### config.mk
export PLATFORM = sky130hd
export DESIGN_NAME = motor_driver_parameter_bank
export DESIGN_NICKNAME = d
export VERILOG_FILES = /design/src/motor_param_pkg.sv /design/src/param_decode.sv /design/src/motor_driver_parameter_bank.sv
export SDC_FILE = /design/constraint.sdc
export NUM_CORES = 2
export LEC_CHECK = 0
export BUFFER_PORTS_ARGS = -buffer_cell sky130_fd_sc_hd__buf_2
export CORE_UTILIZATION = 40
export CTS_CLUSTER_SIZE = 10
export DETAILED_ROUTE_END_ITERATION = 8
export PLACE_DENSITY = 0.66
export SYNTH_ARGS = -nofsm -noshare
export SYNTH_HDL_FRONTEND = slang
export SYNTH_SLANG_ARGS = --single-unit
### constraint.sdc
create_clock -name clk -period 10.25 [get_ports clk]
set_clock_uncertainty 0.15 [all_clocks]
set_input_delay 0 -clock clk [delete_from_list [all_inputs] [get_ports clk]]
set_output_delay 0 -clock clk [all_outputs]
set_load 0.005 [all_outputs]
### src/motor_param_pkg.sv
// Constants and carrier types of the motor driver parameter store.
// Assumes a single 50 MHz clock and a same-clock command master.
package motor_param_pkg;
  localparam int NREG = 20;
  typedef logic [4:0] reg_idx_t;
  localparam logic [15:0] WRITE_FLAG = 16'h1000;
  localparam logic [15:0] CODE_MASK  = 16'h0FFF;
  // Clock and supervision timing
  localparam int CLK_HZ = 50000000;
  localparam int TIMEOUT_UNIT_MS = 1;
  localparam int CYCLES_PER_MS_DFLT = CLK_HZ / 1000 * TIMEOUT_UNIT_MS;
  localparam logic [4:0] INCH_SPEED_LOW = 5'h10;
  localparam logic [31:0] INCH_SPEED_MIN = 32'h00000050;
  // Register index order matches the tables below
  localparam reg_idx_t IDX_INCH_SPEED   = 5'h00;
  localparam reg_idx_t IDX_SPEED_DISP   = 5'h01;
  localparam reg_idx_t IDX_EDIT_EN      = 5'h02;
  localparam reg_idx_t IDX_RUN_MODE     = 5'h03;
  localparam reg_idx_t IDX_INCH_TORQUE  = 5'h04;
  localparam reg_idx_t IDX_BRAKE_ALARM  = 5'h05;
  localparam reg_idx_t IDX_BLOCK_RUN    = 5'h06;
  localparam reg_idx_t IDX_THERMAL      = 5'h07;
  localparam reg_idx_t IDX_OVL_EN       = 5'h08;
  localparam reg_idx_t IDX_OVL_LEVEL    = 5'h09;
  localparam reg_idx_t IDX_INIT_DISP    = 5'h0A;
  localparam reg_idx_t IDX_ANALOG_SEL   = 5'h0B;
  localparam reg_idx_t IDX_SPD_GAIN     = 5'h0C;
  localparam reg_idx_t IDX_SPD_OFFSET   = 5'h0D;
  localparam reg_idx_t IDX_TRQ_GAIN     = 5'h0E;
  localparam reg_idx_t IDX_TRQ_OFFSET   = 5'h0F;
  localparam reg_idx_t IDX_SPD_CEILING  = 5'h10;
  localparam reg_idx_t IDX_TRQ_CEILING  = 5'h11;
  localparam reg_idx_t IDX_LINK_TIMEOUT = 5'h12;
  localparam reg_idx_t IDX_ERR_LIMIT    = 5'h13;
  localparam logic [11:0] READ_CODE [NREG] = '{
    12'h143, 12'h1E0, 12'h1E1, 12'h816, 12'h821, 12'h840, 12'h841,
    12'h843, 12'h851, 12'h855, 12'h870, 12'h871, 12'h8D0, 12'h8D1,
    12'h8D2, 12'h8D3, 12'h8D5, 12'h8D7, 12'h900, 12'h901};
  localparam logic [31:0] RESET_VAL [NREG] = '{
    32'h0000012C, 32'h00000000, 32'h00000001, 32'h00000001, 32'h000000C8,
    32'h00000000, 32'h00000000, 32'h00000000, 32'h00000000, 32'h00000064,
    32'h00000000, 32'h00000001, 32'h00000320, 32'h00000000, 32'h00000028,
    32'h00000000, 32'h00000FA0, 32'h000000C8, 32'h00000000, 32'h00000003};
  localparam logic [31:0] MIN_VAL [NREG] = '{
    32'h00000000, 32'h00000000, 32'h00000000, 32'h00000000, 32'h00000000,
    32'h00000000, 32'h00000000, 32'h00000000, 32'h00000000, 32'h00000032,
    32'h00000000, 32'h00000000, 32'h00000000, 32'hFFFFF830, 32'h00000000,
    32'hFFFFFFCE, 32'h00000000, 32'h00000000, 32'h00000000, 32'h00000001};
  localparam logic [31:0] MAX_VAL [NREG] = '{
    32'h000003E8, 32'h00000001, 32'h00000001, 32'h00000001, 32'h000000C8,
    32'h00000001, 32'h00000001, 32'h00000001, 32'h00000001, 32'h00000064,
    32'h00000004, 32'h00000002, 32'h00000FA0, 32'h000007D0, 32'h000000C8,
    32'h00000032, 32'h00000FA0, 32'h000000C8, 32'h00002710, 32'h0000000A};
  typedef struct packed {
    logic        valid;
    logic [15:0] code;
    logic [31:0] wdata;
  } cmd_t;
  typedef struct packed {
    logic        valid;
    logic        err;
    logic [31:0] rdata;
  } rsp_t;
  typedef struct packed {
    logic [9:0]  inching_run_speed;
    logic [7:0]  inching_run_torque;
    logic        speed_display_abs;
    logic        setter_edit_en;
    logic        pwm_shutoff_sel;
    logic [2:0]  setter_initial_display;
    logic [11:0] speed_gain;
    logic [7:0]  torque_gain;
  } cfg_t;
endpackage

### src/param_decode.sv
// Command code decoder and range checker for the parameter store.
// Assumes codes with the write flag clear read and with it set write.
`timescale 1ns/100ps
`default_nettype none
module param_decode (
  input  wire logic [15:0]              code,
  input  wire logic [31:0]              wdata,
  output logic                          hit,
  output logic                          is_write,
  output motor_param_pkg::reg_idx_t     idx,
  output logic                          in_range
);
  import motor_param_pkg::*;
  always_comb begin
    hit      = 1'b0;
    idx      = '0;
    is_write = (code & ~CODE_MASK) == WRITE_FLAG;
    for (int i = 0; i < NREG; i++) begin
      if ((code & ~CODE_MASK) <= WRITE_FLAG && code[11:0] == READ_CODE[i]) begin
        hit = 1'b1;
        idx = reg_idx_t'(i);
      end
    end
    in_range = $signed(wdata) >= $signed(MIN_VAL[idx]) &&
               $signed(wdata) <= $signed(MAX_VAL[idx]);
    // Inching speed has a hole between zero and the low limit
    if (idx == IDX_INCH_SPEED && wdata != 32'h0 && wdata < INCH_SPEED_MIN) begin
      in_range = 1'b0;
    end
  end
endmodule
`default_nettype wire

### src/motor_driver_parameter_bank.sv
// Parameter store of a brushless motor driver and the logic it steers.
// Assumes a same-clock command master; alarm pins arrive asynchronously.
`timescale 1ns/100ps
`default_nettype none
module motor_driver_parameter_bank #(
  parameter int CYCLES_PER_MS = motor_param_pkg::CYCLES_PER_MS_DFLT
) (
  input  wire logic                   clk,
  input  wire logic                   rst,
  input  wire motor_param_pkg::cmd_t  cmd,
  output motor_param_pkg::rsp_t       rsp,
  input  wire logic                   config_exec,
  input  wire logic                   alarm_pin,
  input  wire logic                   alarm_reset_pin,
  input  wire logic                   motor_stopped,
  input  wire logic                   initial_alarm,
  input  wire logic [3:0]             op_data_no,
  input  wire logic [15:0]            digital_speed,
  input  wire logic [7:0]             digital_torque,
  input  wire logic [15:0]            analog_speed_in,
  input  wire logic [7:0]             analog_torque_in,
  input  wire logic [7:0]             load_pct,
  output motor_param_pkg::cfg_t       cfg,
  output logic                        thermal_detect_active,
  output logic [15:0]                 applied_speed,
  output logic [7:0]                  applied_torque,
  output logic                        speed_from_analog,
  output logic                        torque_from_analog,
  output logic                        overload_warning,
  output logic                        primary_alarm_output,
  output logic                        motor_stop,
  output logic                        brake_engage,
  output logic                        run_inhibit,
  output logic                        link_alarm,
  output logic [3:0]                  link_error_count
);
  import motor_param_pkg::*;

  function automatic logic [31:0] clamp(input logic [31:0] v,
                                        input logic [31:0] hi);
    if ($signed(v) < 0) begin
      clamp = 32'h0;
    end else if ($signed(v) > $signed(hi)) begin
      clamp = hi;
    end else begin
      clamp = v;
    end
  endfunction

  logic     dec_hit;
  logic     dec_write;
  reg_idx_t dec_idx;
  logic     dec_in_range;

  param_decode u_decode (
    .code     (cmd.code),
    .wdata    (cmd.wdata),
    .hit      (dec_hit),
    .is_write (dec_write),
    .idx      (dec_idx),
    .in_range (dec_in_range)
  );

  // Parameter store
  logic [31:0] regs_q [NREG];
  logic [31:0] regs_d [NREG];
  rsp_t        rsp_q, rsp_d;
  logic        wr_ok;
  logic        link_err;

  always_comb begin
    regs_d   = regs_q;
    rsp_d    = '0;
    wr_ok    = cmd.valid && dec_hit && dec_write && dec_in_range;
    link_err = cmd.valid && !(dec_hit && (!dec_write || dec_in_range));
    if (wr_ok) begin
      regs_d[dec_idx] = cmd.wdata;
    end
    if (cmd.valid) begin
      rsp_d.valid = 1'b1;
      rsp_d.err   = link_err;
      rsp_d.rdata = (dec_hit && !dec_write) ? regs_q[dec_idx] : 32'h0;
    end
  end

  always_ff @(posedge clk) begin
    if (rst) begin
      regs_q <= RESET_VAL;
      rsp_q  <= '0;
    end else begin
      regs_q <= regs_d;
      rsp_q  <= rsp_d;
    end
  end

  assign rsp = rsp_q;

  // Exported immediate settings
  always_comb begin
    cfg.inching_run_speed      = regs_q[IDX_INCH_SPEED][9:0];
    cfg.inching_run_torque     = regs_q[IDX_INCH_TORQUE][7:0];
    cfg.speed_display_abs      = regs_q[IDX_SPEED_DISP][0];
    cfg.setter_edit_en         = regs_q[IDX_EDIT_EN][0];
    cfg.pwm_shutoff_sel        = regs_q[IDX_RUN_MODE][0];
    cfg.setter_initial_display = regs_q[IDX_INIT_DISP][2:0];
    cfg.speed_gain             = regs_q[IDX_SPD_GAIN][11:0];
    cfg.torque_gain            = regs_q[IDX_TRQ_GAIN][7:0];
  end

  // Deferred thermal setting, loaded only by configuration
  logic thermal_q, thermal_d;
  always_comb begin
    thermal_d = thermal_q;
    if (config_exec) begin
      thermal_d = regs_q[IDX_THERMAL][0];
    end
  end
  always_ff @(posedge clk) begin
    if (rst) begin
      thermal_q <= RESET_VAL[IDX_THERMAL][0];
    end else begin
      thermal_q <= thermal_d;
    end
  end
  assign thermal_detect_active = thermal_q;

  // Pin synchronisers
  logic alm_s1_q, alm_s2_q, rst_s1_q, rst_s2_q, rst_s3_q;
  always_ff @(posedge clk) begin
    if (rst) begin
      alm_s1_q <= 1'b0;
      alm_s2_q <= 1'b0;
      rst_s1_q <= 1'b0;
      rst_s2_q <= 1'b0;
      rst_s3_q <= 1'b0;
    end else begin
      alm_s1_q <= alarm_pin;
      alm_s2_q <= alm_s1_q;
      rst_s1_q <= alarm_reset_pin;
      rst_s2_q <= rst_s1_q;
      rst_s3_q <= rst_s2_q;
    end
  end
  // Alarm reset acts on the falling edge of the reset input
  logic alarm_clear;
  assign alarm_clear = rst_s3_q && !rst_s2_q;

  // Link supervision: timeout and error count
  logic [15:0] tick_q, tick_d;
  logic [13:0] idle_ms_q, idle_ms_d;
  logic [3:0]  err_cnt_q, err_cnt_d;
  logic        link_alarm_q, link_alarm_d;
  logic        timeout_hit, err_limit_hit;

  always_comb begin
    tick_d        = tick_q;
    idle_ms_d     = idle_ms_q;
    err_cnt_d     = err_cnt_q;
    link_alarm_d  = link_alarm_q;
    timeout_hit   = 1'b0;
    err_limit_hit = 1'b0;
    if (cmd.valid || regs_q[IDX_LINK_TIMEOUT] == 32'h0) begin
      tick_d    = '0;
      idle_ms_d = '0;
    end else if (tick_q == 16'(CYCLES_PER_MS - 1)) begin
      tick_d    = '0;
      idle_ms_d = idle_ms_q + 14'h1;
    end else begin
      tick_d = tick_q + 16'h1;
    end
    // Zero timeout turns timeout supervision off; the error count still runs
    if (regs_q[IDX_LINK_TIMEOUT] != 32'h0 &&
        {18'h0, idle_ms_q} >= regs_q[IDX_LINK_TIMEOUT]) begin
      timeout_hit = 1'b1;
      idle_ms_d   = '0;
    end
    if (link_err) begin
      if ({28'h0, err_cnt_q} + 32'h1 >= regs_q[IDX_ERR_LIMIT]) begin
        err_limit_hit = 1'b1;
        err_cnt_d     = '0;
      end else begin
        err_cnt_d = err_cnt_q + 4'h1;
      end
    end
    if (alarm_clear) begin
      link_alarm_d = 1'b0;
    end
    // Set wins over a simultaneous clear
    if (timeout_hit || err_limit_hit) begin
      link_alarm_d = 1'b1;
    end
  end

  always_ff @(posedge clk) begin
    if (rst) begin
      tick_q       <= '0;
      idle_ms_q    <= '0;
      err_cnt_q    <= '0;
      link_alarm_q <= 1'b0;
    end else begin
      tick_q       <= tick_d;
      idle_ms_q    <= idle_ms_d;
      err_cnt_q    <= err_cnt_d;
      link_alarm_q <= link_alarm_d;
    end
  end
  assign link_alarm       = link_alarm_q;
  assign link_error_count = err_cnt_q;

  // Alarm consequences and operating data routing
  logic        any_alarm;
  logic        stop_q, stop_d, brake_q, brake_d, inhibit_q, inhibit_d;
  logic        ovl_q, ovl_d, spd_an_q, spd_an_d, trq_an_q, trq_an_d;
  logic [15:0] speed_q, speed_d;
  logic [7:0]  torque_q, torque_d;
  logic [31:0] an_spd, an_trq;

  assign any_alarm = alm_s2_q || link_alarm_q;

  always_comb begin
    stop_d    = any_alarm;
    brake_d   = any_alarm && (regs_q[IDX_BRAKE_ALARM][0] || motor_stopped);
    inhibit_d = regs_q[IDX_BLOCK_RUN][0] && initial_alarm;
    ovl_d     = regs_q[IDX_OVL_EN][0] &&
                {24'h0, load_pct} >= regs_q[IDX_OVL_LEVEL];
    spd_an_d  = regs_q[IDX_ANALOG_SEL][1:0] == 2'h1 && op_data_no == 4'h0;
    trq_an_d  = regs_q[IDX_ANALOG_SEL][1:0] == 2'h2;
    an_spd    = clamp({16'h0, analog_speed_in} + regs_q[IDX_SPD_OFFSET],
                      regs_q[IDX_SPD_CEILING]);
    an_trq    = clamp({24'h0, analog_torque_in} + regs_q[IDX_TRQ_OFFSET],
                      regs_q[IDX_TRQ_CEILING]);
    speed_d   = spd_an_d ? an_spd[15:0] : digital_speed;
    torque_d  = trq_an_d ? an_trq[7:0] : digital_torque;
  end

  always_ff @(posedge clk) begin
    if (rst) begin
      stop_q    <= 1'b0;
      brake_q   <= 1'b0;
      inhibit_q <= 1'b0;
      ovl_q     <= 1'b0;
      spd_an_q  <= 1'b0;
      trq_an_q  <= 1'b0;
      speed_q   <= '0;
      torque_q  <= '0;
    end else begin
      stop_q    <= stop_d;
      brake_q   <= brake_d;
      inhibit_q <= inhibit_d;
      ovl_q     <= ovl_d;
      spd_an_q  <= spd_an_d;
      trq_an_q  <= trq_an_d;
      speed_q   <= speed_d;
      torque_q  <= torque_d;
    end
  end

  assign motor_stop           = stop_q;
  assign primary_alarm_output = !stop_q;
  assign brake_engage         = brake_q;
  assign run_inhibit          = inhibit_q;
  assign overload_warning     = ovl_q;
  assign speed_from_analog    = spd_an_q;
  assign torque_from_analog   = trq_an_q;
  assign applied_speed        = speed_q;
  assign applied_torque       = torque_q;
endmodule
`default_nettype wire

# Word level (Yosys, flattened, before mapping)
# Memories as Yosys holds them, arrays and structs flattened.
# Index checks and enable logic that the tools add are counted.
[classes]
addsub = 6
muxes = 64
order_cmp = 13
n_reduce_logical = 55
bitwise = 3
n_eq_ne = 24
[ops]
columns = ["cell", "n"]
rows = [
  ["$bwmux 640", 1],
  ["$mux 32", 8],
  ["$eq 12x12->1 const B", 17],
  ["$bmux 32 s5", 1],
  ["$demux 32 s5", 1],
  ["$mux 5", 18],
  ["$gt 32x32->1", 2],
  ["$lt 32x1->1 const B", 2],
  ["$reduce_bool 32->1", 2],
  ["$mux 16", 3],
  ["$eq 12x9->1 const B", 3],
  ["$logic_and 1x1->1", 36],
  ["$mux 34", 1],
  ["$add 16x32->32", 1],
  ["$add 8x32->32", 1],
  ["$ge 14x32->1", 1],
  ["$ge 32x32->1", 1],
  ["$ge 5x32->1", 1],
  ["$ge 8x32->1", 1],
  ["$le 32x32->1", 1],
  ["$logic_not 32->1", 1],
  ["$lt 32x7->1 const B", 1],
  ["$mux 1", 27],
  ["$mux 8", 3],
  ["other kinds (21)", 31],
]
[totals]
memories = 2
inputBits = 116
output_inout_bits = 115
regBits = 745
rom_bits = 2048
elab_cells = 208
[memory_table]
columns = ["memory", "depth", "word_bits", "read_ports", "rd_ports_with_merged_regs", "write_ports", "line", "text"]
rows = [
  ["(no name shown)", 32, 32, 1, 0, 0, "param_decode.sv:24", "in_range = $signed(wdata) >= $signed(MIN_VAL[idx]) &&"],
  ["(no name shown)", 32, 32, 1, 0, 0, "param_decode.sv:25", "$signed(wdata) <= $signed(MAX_VAL[idx]);"],
]

# Depth between registers and ports, before layout
[depth]
word_depth = 35
mapped_depth = 27
ltp_nobuf = 19

# Hierarchy
# From an unflattened synthesis, not the netlist that was laid out.
[hier_totals]
cells_unflattened = 4539
area_unflattened_um2 = 37203.2
[by_module_without_submodules]
columns = ["mod", "cells_per_inst", "seq_area_each_um2", "area_per_inst_um2", "instances"]
rows = [
  ["motor_driver_parameter_bank", 4280, 14914.3, 35280.1, 1],
  ["param_decode", 259, 0.0, 1923.1, 1],
]

# Worst setup path before layout
# No wires, ideal clock.
[synth_timing]
kind = "input port to flip-flop"
startpoint = "input cmd[35] (netlist name)"
endpoint = "register regs_q[260] (netlist name)"
setup_time_ns = 0.132
cell_stages = 22
required_time_ns = 9.968
n_path_buf = 8
path_slack_ns = 4.109
arrival_time_ns = 5.858
path_cell_list = "or4_1 > buf_2 > or3_1 > clkbuf_1 > a21oi_1 > or3_1 > buf_2 > clkbuf_1 > buf_1 > ha_1 > buf_1 > o21ai_0 > ha_1 > a2111o_1 > o311a_1 > o311ai_0 > a21oi_1 > nor4_4 > buf_4 > nand4_2 > buf_2 > mux2i_1"
[synth_between]
elab_chain_len = 29
word_cells_on_any_way = 102
classes_between = "4 x order compare; 20 x eq/ne; 47 x mux; 1 x bitwise; 28 x reduce/logical; 2 x memory"
[synth_lines]
columns = ["item", "line", "text"]
rows = [
  ["from (decl)", "motor_driver_parameter_bank.sv:10", "input wire motor_param_pkg::cmd_t cmd,"],
  ["$eq 12x9->1", "param_decode.sv:19", "if ((code & ~CODE_MASK) <= WRITE_FLAG && code[11:0] == READ_CODE[i]) begin"],
  ["$logic_and 1x1->1", "param_decode.sv:19", ""],
  ["$mux 1", "param_decode.sv:19", ""],
  ["$mux 5 (18 in series)", "param_decode.sv:19", ""],
  ["$not 5->6 (not written as such)", "param_decode.sv:24, param_decode.sv:25, motor_driver_parameter_bank.sv:77", ""],
  ["$mem_v2 32x32 (on tied branches)", "-", ""],
  ["$mux 32 (on tied branches) (2 in series)", "param_decode.sv:24, param_decode.sv:25", ""],
  ["$ge 32x32->1 or $le 32x32->1 (tied branches)", "param_decode.sv:24, param_decode.sv:25", ""],
  ["$logic_and 1x1->1", "param_decode.sv:24", ""],
  ["$mux 1", "param_decode.sv:27", "if (idx == IDX_INCH_SPEED && wdata != 32'h0 && wdata < INCH_SPEED_MIN) begin"],
  ["$logic_and 1x1->1", "motor_driver_parameter_bank.sv:74", "wr_ok = cmd.valid && dec_hit && dec_write && dec_in_range;"],
  ["to (signal assigned)", "motor_driver_parameter_bank.sv:91", "regs_q <= regs_d;"],
  ["to (decl)", "motor_driver_parameter_bank.sv:65", "logic [31:0] regs_q [NREG];"],
]
# Several ways; a longest one is shown, not always the timed one. The select of a mux whose other input is x is not followed.
# A chain may end at the register's enable or synchronous reset.

# Worst setup path in the final report
[layout_timing]
startpoint = "input cmd[35] (netlist name)"
endpoint = "register regs_q[107] (netlist name)"
# Same word-level chain as after synthesis.

==> results.py <==
metrics = {
    "synthesis": {
        "synthXorXnorAreaFrac_pct": 1.77,
        "synth.area.mux_share_pct": 19.3,
        "async_reset_ff_share_pct": 0,
        "synth_edf_count": 0,
        "ys_ff_latch": 745,
        "syn_area_mm2": 0.0406,
        "synth_cells": 4555,
        "synthDistinctLibCells": 71,
        "synthFlopType": "dfxtp_1",
        "synth_fa_ha_area_share_pct": 5.31,
        "synthTopCellsByArea": "dfxtp_1 (37%), mux2i_1 (19%), nand2b_1 (10%)",
        "synth_compound_area_share_pct": 8.79,
        "synth_top_family_by_area": "simple AND/OR/NAND/NOR gates",
        "avgSynthCellArea_um2": 8.91,
        "synth_top_area_share_pct": 36.8,
        "syn_nets": 4842,
        "synth_area_leader_cell": "dfxtp_1",
        "synthSimpleGateAreaFrac_pct": 22.7,
        "ys_seq_area_share_pct": 36.8,
        "ys.warnings.count": 0,
    },
    "routing": {
        "drtIter0Drc": 3233,
        "drt_pass1_iterations": 6,
        "drcViolationCount": 0,
        "drt_wl_total_mm": 134,
        "postRouteAntennaNets": 0,
        "wire_per_inst_um": 22.3,
        "routed_via_density": 5.55,
        "vias": 33400,
    },
    "outcome": {
        "status": "finished, final reports clean",
    },
    "power": {
        "max-vdd-ir-drop_mv": 0.116,
        "p_leak_uw": 0.0217,
        "powerDensity_mw_per_mm2": 132,
    },
    "min_path": {
        "holdPathStages": 5,
        "min-delay-path-class": "in2reg",
    },
    "sta": {
        "fin_crit_ns": 7.63,
        "grt_setup_unrepaired": "false",
        "worstMarginPinSlew_ns": 1.30,
        "setup_viol": 0,
        "slew_headroom_pct": 13.3,
        "fin_crit_sh_pct": 74.4,
        "hold_violations": 0,
        "slew_viol_final": 0,
        "max_freq_ghz": 0.131,
        "finalSetupTns_ns": 0,
    },
    "critical_path": {
        "critPathArrivalTime_ns": 8.08,
        "cp.required_ns": 10.70,
        "crit_type": "in2reg",
        "crit_path_end_kind": "register",
        "worst_setup_path_start_kind": "input port",
        "worstPathMaxFanout": 41,
        "reg2reg_depth": 21,
    },
    "finish": {
        "layout_commonest_cell": "mux2i_1",
        "fin_nets": 4925,
        "multi_input_area_mm2": 0.0237,
        "final_cell_mix": "mux2i_1 (782), dfxtp_1 (745), nand2b_1 (662), nand2_1 (591), buf_2 (229)",
        "layout.cells.non_filler": 6027,
        "syn2layout_area_growth_pct": 12.9,
        "drive_gt1_share_pct": 9.02,
        "nFillCells": 9611,
        "seqCellArea_mm2": 0.0149,
        "postLayoutCellArea_mm2": 0.0458,
    },
    "placed_design": {
        "post_dp_cell_area_mm2": 0.0423,
        "gp_congestion": 0.966,
        "dp_cells": 5794,
        "numPortBuffers": 230,
        "post-dp-hpwl_mm": 89.9,
    },
    "floorplanning": {
        "die_h_um": 320,
        "ios": 231,
        "die_x_um": 320,
        "fp.coreArea_mm2": 0.100,
        "core.rowCount": 116,
        "die_area_mm2": 0.103,
        "initial_core_util_pct": 40.5,
    },
    "global_route": {
        "grt_max_degree": 275,
        "grt_pass1_wl_mm": 198,
        "grtUsageTotal_pct": 25.2,
        "grt_pass1_vias": 31300,
        "antenna_found_initial": 4,
        "overflow": 0,
    },
    "clocking": {
        "cts.clk_slew.worst_paths_ns": 0.06,
        "cts_max_level": 3,
        "postCtsSetupRepairBufs": 0,
        "cts-root-buf": "clkbuf_16",
        "cts_max_path_buffers": 3,
        "cts_tree": "yes",
        "clk_latency_ns": 0.66,
        "numCtsBuffers": 87,
        "ctsResizeCount": 0,
        "clock-sinks": 745,
    },
    "job": {
        "maxCapViolations": 0,
    },
}
-- power by group --
part	switching, µW	internal [µW]	leakage (µW)
sequential	3.76	2910	0.00601
combinational	206	143	0.0145
clock	1230	1580	0.00119
total	1440	4630	0.0217
-- logic make-up (layout without fill, tap and decap cells) --
logic type,count (synthesis),in the layout
buffers and inverters,502,614
flip-flops,745,745
AND/OR/NAND/NOR,1756,1756
XOR/XNOR,82,82
other,0,3
AO/OA/AOI/OAI,515,515
multiplexers,784,784
adder cells (fa/ha/maj),171,171
-- sequential cells by signal, indices dropped and copies added (netlist names), 4 cells and up --
name / count
applied_speed: 16
rsp: 34
cfg: 44
regs_q: 596
link_error_count: 4
applied_torque: 8
tick_q: 16
idle_ms_q: 14
-- final cells by class --
cell class / instances / area share (%)
Clock buffer: 109 / 5.09
Sequential cell: 745 / 32.6
Timing Repair Buffer: 382 / 5.69
Multi-Input combinational cell: 3308 / 51.8
Inverter: 114 / 0.950
Antenna cell: 3 / 0.0164
Clock inverter: 9 / 0.213
Tap cell: 1357 / 3.71
-- per-layer routing --
metal,vias to the layer above,GRT usage (%),routed length [µm]
li1,15800,-,-
met1,16200,33.8,59200
met2,1160,39.8,60000
met3,248,3.86,8510
met4,4,11.3,6400
met5,-,0,29
-- path summary, 6_finish.rpt --
| path | endpoint | slack [ns] | startpoint |
|---|---|---|---|
| worst max-delay path | regs_q[107] | 2.62 | cmd[35] |
| worst min-delay path | applied_speed[15] | 0.03 | analog_speed_in[15] |
| worst max register to register | applied_speed[5] | 2.85 | regs_q[192] |
| worst min register to register | tick_q[0] | 0.29 | tick_q[0] |
-- stage by stage --
step           power [µW]  worst slack [ns]  hold slack [ns]  util (%)
6_report             6070              2.62           0.0280      45.7
5_1_grt              6240              2.27           0.0408      45.7
4_1_cts              6100              2.83           0.0248      45.7
3_5_place_dp         3280              2.31           0.0489      42.1
3_3_place_gp         3280              2.45           0.0506      42.1
2_1_floorplan        3160              4.11          -0.0415         -
-- worst max-delay path, stage by stage --
cell and delay (ns):
buf_2 0.11, or4_1 0.72, or3_1 0.51, a21oi_1 0.33, or3_4 0.55, ha_1 0.62
o21ai_0 0.57, ha_1 0.53, a2111o_1 0.42, o311a_1 0.36, o311ai_0 0.43, a21oi_1 0.26
nor4_4 0.79, nand4_4 0.88, mux2i_1 0.39, dlygate4sd3_1 0.57
-- cells in the mapped netlist, types with 70 or more instances --
| cell type | n |
|---|---|
| buf_2 | 70 |
| nand3_1 | 103 |
| nand2b_1 | 662 |
| mux2i_1 | 783 |
| nand2_1 | 591 |
| dfxtp_1 | 745 |
| a21oi_1 | 75 |
| nor2_1 | 144 |
| o21ai_0 | 97 |
| clkbuf_1 | 238 |
| o211ai_1 | 111 |
| ha_1 | 169 |
| inv_1 | 113 |
-- what timing repair did --
item	in CTS	in global routing
setup endpoints to repair	0	0
hold buffers	112	0
hold endpoints to repair	201	0
Note: power is estimated with default switching activity, not from simulation.
